<file path="config.mk">
export PLATFORM = sky130hd
export DESIGN_NAME = timer_mode_match
export DESIGN_NICKNAME = d
export VERILOG_FILES = /design/src/verilog/timer_mode_pkg.sv /design/src/verilog/quad_count_if.sv /design/src/verilog/quad_decoder.sv /design/src/verilog/timer_mode_match.sv
export SDC_FILE = /design/constraint.sdc
export NUM_CORES = 1
export LEC_CHECK = 0
export BUFFER_PORTS_ARGS = -buffer_cell sky130_fd_sc_hd__clkbuf_2
export CORE_UTILIZATION = 45
export DETAILED_ROUTE_END_ITERATION = 8
export MAX_ROUTING_LAYER = met4
export PLACE_DENSITY = 0.77
export SYNTH_ARGS = -nofsm -noshare
export SYNTH_HDL_FRONTEND = slang
export SYNTH_HIERARCHICAL = 1
export SYNTH_SLANG_ARGS = --single-unit
</file>
<file path="constraint.sdc">
create_clock -name sys_clk -period 4.45 [get_ports sys_clk]
set_clock_uncertainty 0.05 [all_clocks]
set_input_delay 0 -clock sys_clk [delete_from_list [all_inputs] [get_ports sys_clk]]
set_output_delay 0 -clock sys_clk [all_outputs]
set_load 0.02 [all_outputs]
</file>
<file path="src/verilog/timer_mode_pkg.sv">
/*
 * Constants of the timer mode and compare-A status block: register
 * offsets, field positions, reset values and widths.
 * Assumes a 32-bit AXI4-Lite bus whose registers sit on aligned words.
 */
package timer_mode_pkg;
    localparam int          AXI_ADDR_W     = 8;
    localparam int          CHANNELS       = 3;
    localparam int          COUNT_W        = 16;
    localparam int          EVT_W          = 2;
    // Register byte offsets
    localparam logic [7:0]  OFS_MODE       = 8'h00;
    localparam logic [7:0]  OFS_STAT_A     = 8'h04;
    localparam logic [7:0]  OFS_EVT_STAT   = 8'h08;
    localparam logic [7:0]  OFS_EVT_MASK   = 8'h0C;
    localparam logic [7:0]  OFS_COUNT2     = 8'h10;
    // Mode register layout
    localparam logic [7:0]  MODE_RESET     = 8'h98;
    localparam logic [7:0]  MODE_RSVD      = 8'h98;
    localparam int          MODE_TWO_PHASE = 6;
    localparam int          MODE_OVF_SEL   = 5;
    localparam int          MODE_PWM_LO    = 0;
    // Compare-A status register layout
    localparam logic [7:0]  STAT_RESET     = 8'h88;
    localparam logic [7:0]  STAT_RSVD      = 8'h88;
    localparam int          STAT_EN_LO     = 4;
    localparam int          STAT_FLAG_LO   = 0;
    // Own event status bits
    localparam int          EVT_OVF_FLAG   = 0;
    localparam int          EVT_UNDERFLOW  = 1;
    // Bus answers
    localparam logic [1:0]  RESP_OKAY      = 2'h0;
    localparam logic [1:0]  RESP_SLVERR    = 2'h2;
endpackage : timer_mode_pkg
</file>
<file path="src/verilog/quad_count_if.sv">
/*
 * Count pulses from the two-phase decoder to the mode block.
 * Both ends run on sys_clk; each pulse lasts one cycle.
 */
`timescale 1ns/1ps
interface quad_count_if;
    logic up;
    logic down;
    modport src (output up, output down);
    modport dst (input up, input down);
endinterface : quad_count_if

</file>
<file path="src/verilog/quad_decoder.sv">
/*
 * Two-phase edge decoder for the channel 2 external clock pins.
 * Assumes pins already synchronous to sys_clk; one pulse per edge.
 */
`timescale 1ns/1ps
module quad_decoder (
    input  wire logic   sys_clk,
    input  wire logic   srst,
    input  wire logic   extClockPinA,
    input  wire logic   extClockPinB,
    quad_count_if.src   count
);
    logic prevA;
    logic prevB;

    // Last pin levels, for edge detection
    always_ff @(posedge sys_clk) begin
        if (srst) begin
            prevA <= 1'b0;
            prevB <= 1'b0;
        end else begin
            prevA <= extClockPinA;
            prevB <= extClockPinB;
        end
    end

    // Direction from which pin moved and the other pin's level
    always_ff @(posedge sys_clk) begin
        if (srst) begin
            count.up   <= 1'b0;
            count.down <= 1'b0;
        end else begin
            // Both pins moving at once is ambiguous: no count
            count.up <= ((extClockPinA != prevA) && (extClockPinB == prevB)
                         && (extClockPinA == ~extClockPinB))
                     || ((extClockPinB != prevB) && (extClockPinA == prevA)
                         && (extClockPinB == extClockPinA));
            count.down <= ((extClockPinA != prevA) && (extClockPinB == prevB)
                           && (extClockPinA == extClockPinB))
                       || ((extClockPinB != prevB) && (extClockPinA == prevA)
                           && (extClockPinB == ~extClockPinA));
        end
    end
endmodule : quad_decoder

</file>
<file path="src/verilog/timer_mode_match.sv">
/*
 * Mode selection, channel 2 counter, PWM pins and compare-A flags
 * of a three-channel timer, with an AXI4-Lite register slave.
 * Assumes compare, capture and clear events come from the channel
 * datapaths as one-cycle pulses synchronous to sys_clk.
 */
// The register addresses and the AXI4-Lite register port were chosen for this implementation.
`timescale 1ns/1ps
module timer_mode_match #(
    parameter int COUNT_W = timer_mode_pkg::COUNT_W
) (
    input  wire logic                                  sys_clk,
    input  wire logic                                  srst,
    input  wire logic                                  standby,
    // AXI4-Lite slave
    input  wire logic [timer_mode_pkg::AXI_ADDR_W-1:0] awaddr,
    input  wire logic                                  awvalid,
    output logic                                       awready,
    input  wire logic [31:0]                           wdata,
    input  wire logic [3:0]                            wstrb,
    input  wire logic                                  wvalid,
    output logic                                       wready,
    output logic [1:0]                                 bresp,
    output logic                                       bvalid,
    input  wire logic                                  bready,
    input  wire logic [timer_mode_pkg::AXI_ADDR_W-1:0] araddr,
    input  wire logic                                  arvalid,
    output logic                                       arready,
    output logic [31:0]                                rdata,
    output logic [1:0]                                 rresp,
    output logic                                       rvalid,
    input  wire logic                                  rready,
    // Channel events
    input  wire logic [2:0]                            compareMatchA,
    input  wire logic [2:0]                            compareMatchB,
    input  wire logic [2:0]                            captureA,
    input  wire logic [2:0]                            aIsCapture,
    input  wire logic                                  normalTick2,
    input  wire logic                                  clearReq2,
    input  wire logic                                  extClockPinA,
    input  wire logic                                  extClockPinB,
    // Outputs
    output logic [2:0]                                 pwmPinOut,
    output logic [2:0]                                 pwmPinOe_n,
    output logic [2:0]                                 matchAIrq,
    output logic [COUNT_W-1:0]                         counterCh2,
    output logic                                       overflowFlagSet2,
    output logic                                       irq
);
    localparam int AW = timer_mode_pkg::AXI_ADDR_W;

    // Offset match; used by write and read decode
    function automatic logic isAddr(input logic [AW-1:0] addr,
                                    input logic [7:0]    ofs);
        isAddr = (addr[AW-1:2] == ofs[AW-1:2]);
    endfunction : isAddr

    function automatic logic isMapped(input logic [AW-1:0] addr);
        isMapped = isAddr(addr, timer_mode_pkg::OFS_MODE)
                || isAddr(addr, timer_mode_pkg::OFS_STAT_A)
                || isAddr(addr, timer_mode_pkg::OFS_EVT_STAT)
                || isAddr(addr, timer_mode_pkg::OFS_EVT_MASK)
                || isAddr(addr, timer_mode_pkg::OFS_COUNT2);
    endfunction : isMapped

    logic [7:0]                        timerModeSelect;
    logic [2:0]                        matchAIrqEn;
    logic [2:0]                        matchAFlag;
    logic [2:0]                        clearArmed;
    logic [timer_mode_pkg::EVT_W-1:0]  evtStatus;
    logic [timer_mode_pkg::EVT_W-1:0]  evtMask;
    logic [AW-1:0]                     wAddr;
    logic [31:0]                       wData;
    logic [3:0]                        wStrb;
    logic                              awHeld;
    logic                              wHeld;
    logic                              awTake;
    logic                              wTake;
    logic                              arTake;
    logic                              doWrite;
    logic                              lowLane;
    logic                              wrMode;
    logic                              wrStat;
    logic                              wrEvtStat;
    logic                              wrEvtMask;
    logic                              rdStat;
    logic                              initRegs;
    logic                              twoPhase;
    logic                              ovfOnlySel;
    logic [2:0]                        pwmMode;
    logic [2:0]                        aEvent;
    logic [2:0]                        clearHit;
    logic                              countUp;
    logic                              countDown;
    logic                              overflow2;
    logic                              underflow2;
    logic [7:0]                        statRead;
    logic [31:0]                       readMux;

    quad_count_if quadCount ();

    quad_decoder quad_decoder_inst (
        .sys_clk      (sys_clk),
        .srst         (srst),
        .extClockPinA (extClockPinA),
        .extClockPinB (extClockPinB),
        .count        (quadCount.src)
    );

    // Handshakes and decoded strobes
    assign awTake    = awvalid && awready;
    assign wTake     = wvalid && wready;
    assign arTake    = arvalid && arready;
    assign doWrite   = awHeld && wHeld && !bvalid;
    assign lowLane   = doWrite && wStrb[0];
    assign wrMode    = lowLane && isAddr(wAddr, timer_mode_pkg::OFS_MODE);
    assign wrStat    = lowLane && isAddr(wAddr, timer_mode_pkg::OFS_STAT_A);
    assign wrEvtStat = lowLane && isAddr(wAddr, timer_mode_pkg::OFS_EVT_STAT);
    assign wrEvtMask = lowLane && isAddr(wAddr, timer_mode_pkg::OFS_EVT_MASK);
    assign rdStat    = arTake && isAddr(araddr, timer_mode_pkg::OFS_STAT_A);
    // Standby puts the registers back to their reset state
    assign initRegs  = srst || standby;

    // Mode fields
    assign twoPhase   = timerModeSelect[timer_mode_pkg::MODE_TWO_PHASE];
    assign ovfOnlySel = timerModeSelect[timer_mode_pkg::MODE_OVF_SEL];
    assign pwmMode    = timerModeSelect[timer_mode_pkg::MODE_PWM_LO +: 3];

    // Write address channel; one address held until the write is done
    always_ff @(posedge sys_clk) begin
        if (srst) begin
            awHeld  <= 1'b0;
            wAddr   <= '0;
            awready <= 1'b0;
        end else begin
            if (awTake) begin
                awHeld <= 1'b1;
                wAddr  <= awaddr;
            end else if (doWrite) begin
                awHeld <= 1'b0;
            end
            awready <= !awTake && !(awHeld && !doWrite);
        end
    end

    // Write data channel, taken independently of the address
    always_ff @(posedge sys_clk) begin
        if (srst) begin
            wHeld  <= 1'b0;
            wData  <= '0;
            wStrb  <= '0;
            wready <= 1'b0;
        end else begin
            if (wTake) begin
                wHeld <= 1'b1;
                wData <= wdata;
                wStrb <= wstrb;
            end else if (doWrite) begin
                wHeld <= 1'b0;
            end
            wready <= !wTake && !(wHeld && !doWrite);
        end
    end

    // Write response; unmapped offsets answer SLVERR
    always_ff @(posedge sys_clk) begin
        if (srst) begin
            bvalid <= 1'b0;
            bresp  <= timer_mode_pkg::RESP_OKAY;
        end else if (doWrite) begin
            bvalid <= 1'b1;
            bresp  <= isMapped(wAddr) ? timer_mode_pkg::RESP_OKAY
                                      : timer_mode_pkg::RESP_SLVERR;
        end else if (bready) begin
            bvalid <= 1'b0;
        end
    end

    // Status byte as software sees it, reserved bits forced high
    assign statRead = timer_mode_pkg::STAT_RSVD
                    | {1'b0, matchAIrqEn, 1'b0, matchAFlag};

    // Read data selection
    always_comb begin
        readMux = '0;
        if (isAddr(araddr, timer_mode_pkg::OFS_MODE)) begin
            readMux[7:0] = timerModeSelect | timer_mode_pkg::MODE_RSVD;
        end else if (isAddr(araddr, timer_mode_pkg::OFS_STAT_A)) begin
            readMux[7:0] = statRead;
        end else if (isAddr(araddr, timer_mode_pkg::OFS_EVT_STAT)) begin
            readMux[timer_mode_pkg::EVT_W-1:0] = evtStatus;
        end else if (isAddr(araddr, timer_mode_pkg::OFS_EVT_MASK)) begin
            readMux[timer_mode_pkg::EVT_W-1:0] = evtMask;
        end else if (isAddr(araddr, timer_mode_pkg::OFS_COUNT2)) begin
            readMux[COUNT_W-1:0] = counterCh2;
        end
    end

    // Read channel; answer one cycle after the address is taken
    always_ff @(posedge sys_clk) begin
        if (srst) begin
            arready <= 1'b0;
            rvalid  <= 1'b0;
            rdata   <= '0;
            rresp   <= timer_mode_pkg::RESP_OKAY;
        end else begin
            arready <= !arTake && (!rvalid || rready);
            if (arTake) begin
                rvalid <= 1'b1;
                rdata  <= readMux;
                rresp  <= isMapped(araddr) ? timer_mode_pkg::RESP_OKAY
                                           : timer_mode_pkg::RESP_SLVERR;
            end else if (rready) begin
                rvalid <= 1'b0;
            end
        end
    end

    // Mode register; reserved bits held at one whatever is written
    always_ff @(posedge sys_clk) begin
        if (initRegs) begin
            timerModeSelect <= timer_mode_pkg::MODE_RESET;
        end else if (wrMode) begin
            timerModeSelect <= (wData[7:0] & ~timer_mode_pkg::MODE_RSVD)
                             | timer_mode_pkg::MODE_RSVD;
        end
    end

    // Interrupt enables of the status register
    always_ff @(posedge sys_clk) begin
        if (initRegs) begin
            matchAIrqEn <= timer_mode_pkg::STAT_RESET[6:4];
        end else if (wrStat) begin
            matchAIrqEn <= wData[timer_mode_pkg::STAT_EN_LO +: 3];
        end
    end

    // Per-channel A flag, its read arming and its PWM pin
    genvar ch;
    generate
        for (ch = 0; ch < 3; ch++) begin : g_chan
            // Event source chosen by the register A configuration
            assign aEvent[ch] = aIsCapture[ch]
                              ? captureA[ch]
                              : compareMatchA[ch];
            // A written 1 never touches the flag
            assign clearHit[ch] = wrStat && clearArmed[ch]
                && !wData[timer_mode_pkg::STAT_FLAG_LO + ch];

            // Set wins over a clear in the same cycle
            always_ff @(posedge sys_clk) begin
                if (initRegs) begin
                    matchAFlag[ch] <= timer_mode_pkg::STAT_RESET[ch];
                end else if (aEvent[ch]) begin
                    matchAFlag[ch] <= 1'b1;
                end else if (clearHit[ch]) begin
                    matchAFlag[ch] <= 1'b0;
                end
            end

            // Armed by a read that saw 1; a new set disarms it
            always_ff @(posedge sys_clk) begin
                if (initRegs) begin
                    clearArmed[ch] <= 1'b0;
                end else if (aEvent[ch] || clearHit[ch]) begin
                    clearArmed[ch] <= 1'b0;
                end else if (rdStat && matchAFlag[ch]) begin
                    clearArmed[ch] <= 1'b1;
                end
            end

            // PWM drive: A match raises, B match lowers
            always_ff @(posedge sys_clk) begin
                if (initRegs) begin
                    pwmPinOut[ch]  <= 1'b0;
                    pwmPinOe_n[ch] <= 1'b1;
                end else begin
                    pwmPinOe_n[ch] <= !pwmMode[ch];
                    if (!pwmMode[ch]) begin
                        pwmPinOut[ch] <= 1'b0;
                    end else if (compareMatchA[ch]) begin
                        pwmPinOut[ch] <= 1'b1;
                    end else if (compareMatchB[ch]) begin
                        pwmPinOut[ch] <= 1'b0;
                    end
                end
            end
        end
    endgenerate

    // Count source: the decoder overrides the normal tick
    assign countUp    = twoPhase ? quadCount.up
                                 : normalTick2;
    assign countDown  = twoPhase && quadCount.down;
    assign overflow2  = countUp && (counterCh2 == '1);
    assign underflow2 = countDown && (counterCh2 == '0);

    // Channel 2 counter; external clear still works in two-phase mode
    always_ff @(posedge sys_clk) begin
        if (initRegs) begin
            counterCh2 <= '0;
        end else if (clearReq2) begin
            counterCh2 <= '0;
        end else if (countUp) begin
            counterCh2 <= counterCh2 + 1'b1;
        end else if (countDown) begin
            counterCh2 <= counterCh2 - 1'b1;
        end
    end

    // Overflow flag setting condition; underflow counts only while MODE_OVF_SEL is clear
    always_ff @(posedge sys_clk) begin
        if (initRegs) begin
            overflowFlagSet2 <= 1'b0;
        end else begin
            overflowFlagSet2 <= overflow2
                || (underflow2 && !ovfOnlySel);
        end
    end

    // Own event status, write one to clear, set wins
    always_ff @(posedge sys_clk) begin
        if (initRegs) begin
            evtStatus <= '0;
        end else begin
            evtStatus <= (evtStatus
                & ~(wrEvtStat ? wData[timer_mode_pkg::EVT_W-1:0] : '0))
                | {underflow2, overflow2 || (underflow2 && !ovfOnlySel)};
        end
    end

    // Event mask
    always_ff @(posedge sys_clk) begin
        if (initRegs) begin
            evtMask <= '0;
        end else if (wrEvtMask) begin
            evtMask <= wData[timer_mode_pkg::EVT_W-1:0];
        end
    end

    // Interrupt lines, one cycle behind the flags
    always_ff @(posedge sys_clk) begin
        if (initRegs) begin
            matchAIrq <= '0;
            irq       <= 1'b0;
        end else begin
            matchAIrq <= matchAFlag & matchAIrqEn;
            irq       <= |(matchAFlag & matchAIrqEn) || |(evtStatus & evtMask);
        end
    end
endmodule : timer_mode_match

</file>
---- Word-level counts from Yosys, hierarchy flattened ----
Index checks and enable logic that the tools add are counted.
storage, ports and cells
  register bits ........................... 92
  bits of input ports ..................... 76
  output and inout bits ................... 68
  word-level logic and storage cells ...... 193
cells by class
  add/subtract/negate cells ............... 2
  equality and inequality tests ........... 17
  mux-type cells .......................... 37
  bitwise logic cells ..................... 10
  reduce and logical (&&, ||, !) cells .... 90
operators with widths
  kind                                                                   count
  16-bit 2-to-1 mux                                                      3
  1-bit logical AND                                                      35
  8-bit 2-to-1 mux                                                       4
  14-bit 2-to-1 mux                                                      2
  6-bit by 2-bit equality test with 1-bit output, second input constant  4
  1-bit 2-to-1 mux                                                       23
  2-bit nonzero test                                                     11
  1-bit logical OR                                                       17
  16-bit by 1-bit adder with 16-bit output, second input constant        1
  16-bit equality test, second input constant                            1
  16-bit logical NOT                                                     1
  2-bit OR reduction                                                     8
  16-bit by 1-bit subtractor with 16-bit output, second input constant   1
  1-bit logical NOT                                                      15
  6-bit by 1-bit equality test with 1-bit output, second input constant  2
  6-bit by 3-bit equality test with 1-bit output, second input constant  2
  6-bit logical NOT                                                      2
  2-bit 2-to-1 mux                                                       5
  1-bit equality test                                                    6
  1-bit NOT                                                              5
  2-bit AND                                                              2
  3-bit AND                                                              1
  3-bit OR reduction                                                     1
  1-bit inequality test                                                  2
  other kinds (2)                                                        2

---- Depth between registers and ports, before layout ----
Gate-level depths: netlist of the first run.
  word-level depth ........................ 8
  mapped depth ............................ 9
  gate-level depth less buffers ........... 9

---- Modules after synthesis ----
Netlist of the first run, hierarchy kept.
modules (own cells, without submodules)
  module            times used  cells an instance  area an instance (µm²)  sequential area each (µm²)
  timer_mode_match  1           497                4139.0                  1661.6
  quad_decoder      1           10                 123.9                   80.1

---- Least setup slack after synthesis of the first run ----
OpenSTA, ideal clock, no wires.
  path kind ............................... reg2reg
  start point ............................. register timerModeSelect[6]
  end point ............................... register counterCh2[14]
  setup time .............................. 0.062 ns
  arrival time ............................ 2.621 ns
  required time ........................... 4.338 ns
  path slack .............................. 1.716 ns
  cell stages (with the launch flop) ...... 9
  buffers on the path ..................... 0
  period minus slack after synthesis ...... 2.734 ns
  cell sequence ........................... dfxtp_1 mux2i_2 ha_1 o211ai_1 a21oi_1 o21ai_1 a21oi_1 or4_1 nand3_1
between the ends
  longest elaborated chain between the ends .. 2
  elaborated cells between the ends (all ways) .. 4
  those cells by class .................... 2 x mux; 2 x reduce/logical
ends and longest elaborated chain
  what                                                     RTL line                                          source
  start: declaration                                       timer_mode_match.sv:66                            logic [7:0] timerModeSelect;
  start signal: assignment                                 timer_mode_match.sv:222                           timerModeSelect <= timer_mode_pkg::MODE_RESET;
  start signal: assignment                                 timer_mode_match.sv:224                           timerModeSelect <= (wData[7:0] & ~timer_mode_pkg::MODE_RSVD)
  1-bit 2-to-1 mux or 1-bit logical AND (tied branches)    timer_mode_match.sv:292, timer_mode_match.sv:294
  16-bit 2-to-1 mux or 2-bit nonzero test (tied branches)  n/a
  end signal: assignment                                   timer_mode_match.sv:305                           counterCh2 <= counterCh2 + 1'b1;
  end signal: assignment                                   timer_mode_match.sv:307                           counterCh2 <= counterCh2 - 1'b1;
  end: declaration                                         timer_mode_match.sv:46                            output logic [COUNT_W-1:0] counterCh2,
Parallel ways exist; a longest one is shown, timed or not.
A chain may end at the register's enable or synchronous reset.

---- Worst setup path after layout of the first run ----
Same ends and word-level chain as after synthesis.

==> results of run 1 <==
[registers in the layout, summed over array words and instances, names as in the netlist, 2 cells and up]
| signal | flops |
|---|---|
| counterCh2 | 16 |
| rdata | 16 |
| wAddr | 6 |
| wData | 6 |
| timerModeSelect | 5 |
| clearArmed | 3 |
| matchAFlag | 3 |
| matchAIrqEn | 3 |
| matchAIrq | 3 |
| pwmPinOe_n | 3 |
| pwmPinOut | 3 |
| evtMask | 2 |
| evtStatus | 2 |
[critical path, cell delays in order (launching register included)]
cell and delay [ns]:
dfxtp_1 0.48, mux2i_2 0.61, ha_1 0.41, o211ai_1 0.19, a21oi_1 0.09, o21ai_1 0.26
a21oi_1 0.15, or4_1 0.51, nand3_1 0.09
[cells by family (layout without fill, tap and decap cells)]
| family | after synthesis | in the layout | share of synthesized area (%) |
|---|---|---|---|
| AND/OR/NAND/NOR | 214 | 214 | 25.8 |
| AO/OA/AOI/OAI | 109 | 109 | 15.0 |
| flip-flops | 87 | 87 | 40.9 |
| buffers and inverters | 52 | 168 | 6.34 |
| multiplexers | 19 | 19 | 5.22 |
| adder cells (fa/ha/maj) | 16 | 16 | 4.87 |
| XOR/XNOR | 9 | 9 | 1.85 |
| other | 1 | 18 | 0.0880 |
[metrics by stage]
step	total power, mW	std cells	setup WS [ns]
floorplan	0.980	524	1.72
global placement	1.02	691	1.72
detailed placement	1.03	691	1.62
CTS	1.55	751	1.60
global route	1.61	751	1.42
finish	1.55	751	1.55
[metal layers]
metal | part of all wire [%] | wire, um
met2 | 47 | 5290
met3 | 5.7 | 636
met1 | 45 | 4980
met5 | 0 | 0
met4 | 2.5 | 282
[power breakdown]
part           switching, mW  internal (mW)  total [mW]
Combinational          0.129         0.0915       0.221
Sequential            0.0267          0.801       0.827
Clock                  0.295          0.206       0.501
Total                  0.451           1.10        1.55
[repair_timing]
action,CTS,global route
endpoints found under the hold margin,33,0
hold buffers,44,0
buffers inserted,0,0
[synth_stat cells (13+ instances only)]
| cell | number |
|---|---|
| nor3_1 | 18 |
| nand3_1 | 39 |
| o21ai_0 | 20 |
| dfxtp_1 | 87 |
| mux2i_1 | 13 |
| ha_1 | 15 |
| nor2_1 | 40 |
| inv_1 | 13 |
| a21oi_1 | 56 |
| buf_4 | 18 |
| clkbuf_1 | 13 |
| nand2_1 | 62 |
[how the worst max path moves through the flow]
stage	startpoint	end	slack, ns	cells after the start
CTS	timerModeSelect[6]$_SDFFE_PP0P_	counterCh2[14]$_SDFFE_PP0P_	1.60	8
global route	timerModeSelect[6]$_SDFFE_PP0P_	counterCh2[14]$_SDFFE_PP0P_	1.42	8
global placement	timerModeSelect[6]$_SDFFE_PP0P_	counterCh2[14]$_SDFFE_PP0P_	1.72	8
floorplan	timerModeSelect[6]$_SDFFE_PP0P_	counterCh2[14]$_SDFFE_PP0P_	1.72	8
detailed placement	timerModeSelect[6]$_SDFFE_PP0P_	counterCh2[14]$_SDFFE_PP0P_	1.62	8
finish	timerModeSelect[6]$_SDFFE_PP0P_	counterCh2[14]$_SDFFE_PP0P_	1.55	8
[layout make-up]
class / count / area [um2] / area share [%]
Sequential cell: 87 / 1740 / 32.6
Timing Repair Buffer: 138 / 916 / 17.2
Multi-Input combinational cell: 385 / 2310 / 43.4
Clock buffer: 10 / 128 / 2.39
Tap cell: 111 / 139 / 2.60
Clock inverter: 6 / 43.8 / 0.821
Inverter: 14 / 52.6 / 0.985
==> impl_metrics.yaml, run 1 <==
outcome:
  run_status: "complete, no violations"
cts:
  cts-root-buf: "clkbuf_8"
  clock_latency_on_the_worst_skew_pair_ns: 0.36
  clock_tree_from_tritoncts: "built"
  post_cts_resize_count: 0
  cts_htree_levels: 3
  clockBufferDepth: 2
  clock_buffer_count_from_cts: 9
  clkTransAtPathRegs_ns: 0.09
  tritoncts_num_sinks: 87
finish:
  syn2layout_area_growth_pct: 25.2
  final_common_cell: "clkbuf_2"
  final_util_pct: 58.0
  final_cell_mix: "clkbuf_2, dfxtp_1, nand2_1"
  insertedDiodeCount: 0
  drive_gt1_share_pct: 19.8
  design.final.nets: 727
  fill_cells: 798
  fin_area_mm2: 0.00534
global_routing:
  grt_start_max_net_pins: 46
  antenna_found_initial: 0
  grtUsageTotal_pct: 23.8
  first_pass_grt_wire_length_um: 18100
  busiest_layer: "met2"
  gr-usage-met3_pct: 4.36
  grt_pass1_vias: 3949
  grt_use_met1_pct: 29.5
  globalRoute.totalOverflow: 0
  met2_usage_pct: 38.3
synthesis:
  yosysUniqueCellTypes: 54
  post-synth-top-area-fraction_pct: 40.9
  synth_seq_cells: 87
  yosysTopAreaCell: "dfxtp_1"
  synthTopCellsByArea: "dfxtp_1, a21oi_1, nand2_1"
  syn-instance-count: 507
  postSynth.topFlopCell: "dfxtp_1"
  seq_total_area_yosys_pct: 40.9
  synth_edf_count: 0
  synth_area_mm2: 0.00426
  yosysWarningCount: 6
  synth_area_per_cell_um2: 8.41
  synthArstFlopShare_pct: 0
routing:
  routed_via_density: 5.59
  wl_um: 11200
  drc: 0
  route.detailed.wl_per_inst_um: 14.9
  detail_route.iter0.violations: 306
  vias: 4197
  drt_pre_antenna_iters: 5
  drtAntennaViolNets: 0
power_and_ir_drop:
  peakVddDrop_v: 0.000163
  total_leakage_power_nw: 2.25
  powerDensity_mw_per_mm2: 290
placed_design:
  placement.cell_area_mm2: 0.00472
  place_hpwl_um: 7770
  number_of_buffers_inserted_by_port_buffering: 92
  gpl_wtd_cong: 0.981
worst_setup_path:
  crit-reg2reg-capture: "counterCh2[14]$_SDFFE_PP0P_"
  setup.worst_path.end_class: "flop"
  critical_path_peak_fanout: 10
  cp-start-kind: "flop"
  crit_type: "flop to flop"
  required_ns: 4.70
  r2r_start: "timerModeSelect[6]$_SDFFE_PP0P_"
  critical_path_arrival_ns: 3.15
  setup.reg_to_reg.worst_slack_ns: 1.55
  rr_worst_depth: 8
die:
  design.die.area_mm2: 0.00987
  die-width_um: 99.3
  pin_count: 144
  start_util_pct: 46.4
  placeableCoreArea_mm2: 0.00920
  floorplan.rows: 35
  chipHeight_um: 99.3
timing:
  slew_violations: 0
  fin_tns_setup_ns: 0
  finalSetupViolCount: 0
  timing.fmax_mhz: 345
  min_period_over_period_pct: 65.1
  period_minus_slack_ns: 2.90
  slew_headroom_pct: 40.9
  rsz_0062_raised_after_global_routing: "no"
  hold_slack_ns: 0.0392
  timing_worst_slew_pin_value_ns: 0.879
  hold_viol: 0
hold_path:
  worstHoldEndpoint: "rdata[8]$_SDFFE_PP0P_"
  hold_path_depth: 4
  hold_path.class: "primary input to flop"
  hold_path_startpoint: "araddr[7]"
run:
  drv_cap: 0
No activity file was read; power rests on OpenSTA's default activity.
==> inputs of run 2 (changes only) <==
- ABC_AREA: unset -> 1
- PLACE_DENSITY: 0.77 -> 0.79
- clock period: 4.45 -> 2.6 ns (I/O delays scaled with it)
==> run 2 against run 1 <==
Net effect: die area grew 6.3%; clock-buffer cell count down 1; sequential cell count unchanged; sequential share of layout area decreased by 1.8 points; global-route usage decreased by 0.48 points; wire length rose by 3.7%; clock power rose by 88%; via count increased by 9.2%; sequential power grew 70%; synthesized area is 6.4% higher; largest cell class unchanged.
==> impl_metrics.yaml, run 2 <==
outcome:
  run_status: "complete, no violations"
synthesis:
  synth_edf_count: 0
  synth.most_common_cell: "nand2_1"
  syn-instance-count: 655
  yosysUniqueCellTypes: 44
  synth_area_per_cell_um2: 6.92
  yosysWarningCount: 6
  synthTopCellsByCount: "nand2_1, dfxtp_1, inv_1"
  synthArstFlopShare_pct: 0
  yosysTopAreaCell: "dfxtp_1"
  seq_total_area_yosys_pct: 38.4
  synth_seq_cells: 87
  synthTopCellsByArea: "dfxtp_1, nand2_1, a21oi_1"
  postSynth.topFlopCell: "dfxtp_1"
  post-synth-top-area-fraction_pct: 38.4
  synth_area_mm2: 0.00454
worst_setup_path:
  setup.worst_path.end_class: "flop"
  cp-start-kind: "flop"
  critical_path_peak_fanout: 5
  crit_type: "flop to flop"
  required_ns: 2.80
  setup.reg_to_reg.worst_slack_ns: 0.20
  critical_path_arrival_ns: 2.60
global_routing:
  grt_pass1_vias: 4005
  grtUsageTotal_pct: 23.3
  grt_start_max_net_pins: 27
  antenna_found_initial: 0
  first_pass_grt_wire_length_um: 18500
  globalRoute.totalOverflow: 0
timing:
  period_minus_slack_ns: 2.40
  finalSetupViolCount: 0
  timing_worst_slew_pin_value_ns: 0.667
  fin_tns_setup_ns: 0
  slew_headroom_pct: 55.4
  min_period_over_period_pct: 92.4
  timing.fmax_mhz: 416
  hold_slack_ns: 0.0229
  hold_viol: 0
  final_critical_path_setup_slack_ns: 0.198
  slew_violations: 0
finish:
  reg_top3: "counterCh2: 16 flops, rdata: 16 flops"
  fin_area_mm2: 0.00565
  final_common_cell: "nand2_1"
  syn2layout_area_growth_pct: 24.6
  drive_gt1_share_pct: 18.0
  final_cell_mix: "nand2_1, clkbuf_2, dfxtp_1"
  design.final.nets: 880
  insertedDiodeCount: 0
routing:
  route.detailed.wl_per_inst_um: 12.5
  wl_um: 11600
  routed_via_density: 4.95
  detail_route.iter0.violations: 277
  vias: 4585
  drtAntennaViolNets: 0
  drt_pre_antenna_iters: 5
  drc: 0
placed_design:
  number_of_buffers_inserted_by_port_buffering: 92
  place_hpwl_um: 8060
  gpl_wtd_cong: 0.978
  detailedPlace.worstSlack_ns: 0.231
  placement.cell_area_mm2: 0.00506
cts:
  clkTransAtPathRegs_ns: 0.10
  clock_latency_on_the_worst_skew_pair_ns: 0.36
  clock_tree_from_tritoncts: "built"
  clockBufferDepth: 2
  tritoncts_num_sinks: 87
  cts_htree_levels: 3
  clock_buffer_count_from_cts: 9
  cts-root-buf: "clkbuf_8"
hold_path:
  hold_path.class: "primary input to flop"
die:
  chipHeight_um: 102
  design.die.area_mm2: 0.0105
  placeableCoreArea_mm2: 0.00977
  floorplan.rows: 36
  pin_count: 144
  die-width_um: 102
  start_util_pct: 46.4
run:
  drv_cap: 0
power_and_ir_drop:
  powerDensity_mw_per_mm2: 495
  peakVddDrop_v: 0.000313
  totalPowerFinal_mw: 2.80
  total_leakage_power_nw: 2.78
[run 2: critical path, cell delays in order, from the launching register on]
cell and delay, ns:
dfxtp_1 0.41, nand2_1 0.09, nand2_2 0.15, clkinvlp_4 0.12, buf_2 0.18, ha_1 0.35
nand2_1 0.12, nor2_1 0.19, nand2_1 0.07, nand3_1 0.15, nand3_1 0.14, nand3_1 0.10
nand2_1 0.05, nor2_1 0.10, nor2_1 0.04
[run 2: worst paths after layout]
| kind | from | end | depth (start not counted) |
|---|---|---|---|
| min reg2reg | timerModeSelect[0]$_SDFFE_PP0P_ | pwmPinOe_n[0]$_SDFF_PP1_ | 1 |
| max reg2reg | timerModeSelect[6]$_SDFFE_PP0P_ | counterCh2[14]$_SDFFE_PP0P_ | 14 |
| max | timerModeSelect[6]$_SDFFE_PP0P_ | counterCh2[14]$_SDFFE_PP0P_ | 14 |
| min | araddr[2] | rdata[0]$_SDFFE_PP0P_ | 4 |
[run 2: through the flow]
| step | cells | util, % |
|---|---|---|
| floorplan | 672 | - |
| global placement | 870 | 51.8 |
| detailed placement | 870 | 51.8 |
| CTS | 922 | 57.5 |
| global route | 926 | 57.8 |
| finish | 926 | 57.8 |
[run 2: power breakdown]
part | switching [mW] | internal (mW) | total, mW
Sequential | 0.0360 | 1.38 | 1.41
Clock | 0.564 | 0.378 | 0.942
Combinational | 0.275 | 0.170 | 0.445
[run 2: area by class of cell]
| cell class | instances | area, um2 |
|---|---|---|
| clock buffer | 9 | 124 |
| clock inverter | 7 | 72.6 |
| fill | 958 | 4120 |
| inverter | 94 | 357 |
| multi-input combinational | 461 | 2320 |
| sequential | 87 | 1740 |
| tap | 133 | 166 |
| timing repair buffer | 135 | 871 |
[run 2: layer usage]
metal,share of wire [%],routed length [um],GRT usage [%],vias to the layer above
met5,0,0,-,-
met4,1.8,213,7.14,0
met3,5.2,606,2.80,18
met2,46,5310,37.1,158
met1,47,5460,30.9,2052
li1,-,-,-,2357
[run 2: cell families (layout without fill, tap and decap cells)]
group / after synthesis / in the layout / synth area share (%)
simple gates: 287 / 287 / 27.6
compound gates: 132 / 132 / 15.9
buf+inv: 124 / 245 / 11.9
flops: 87 / 87 / 38.4
fa+ha+maj: 16 / 16 / 4.58
xor+xnor: 5 / 5 / 0.966
mux: 3 / 3 / 0.662
other cells: 1 / 18 / 0.0827
[run 2: what timing repair did]
action,CTS,global route
resized for setup,0,1
setup buffers,0,4
setup endpoints to repair,0,3
hold endpoints to repair,41,0
hold buffers,36,0
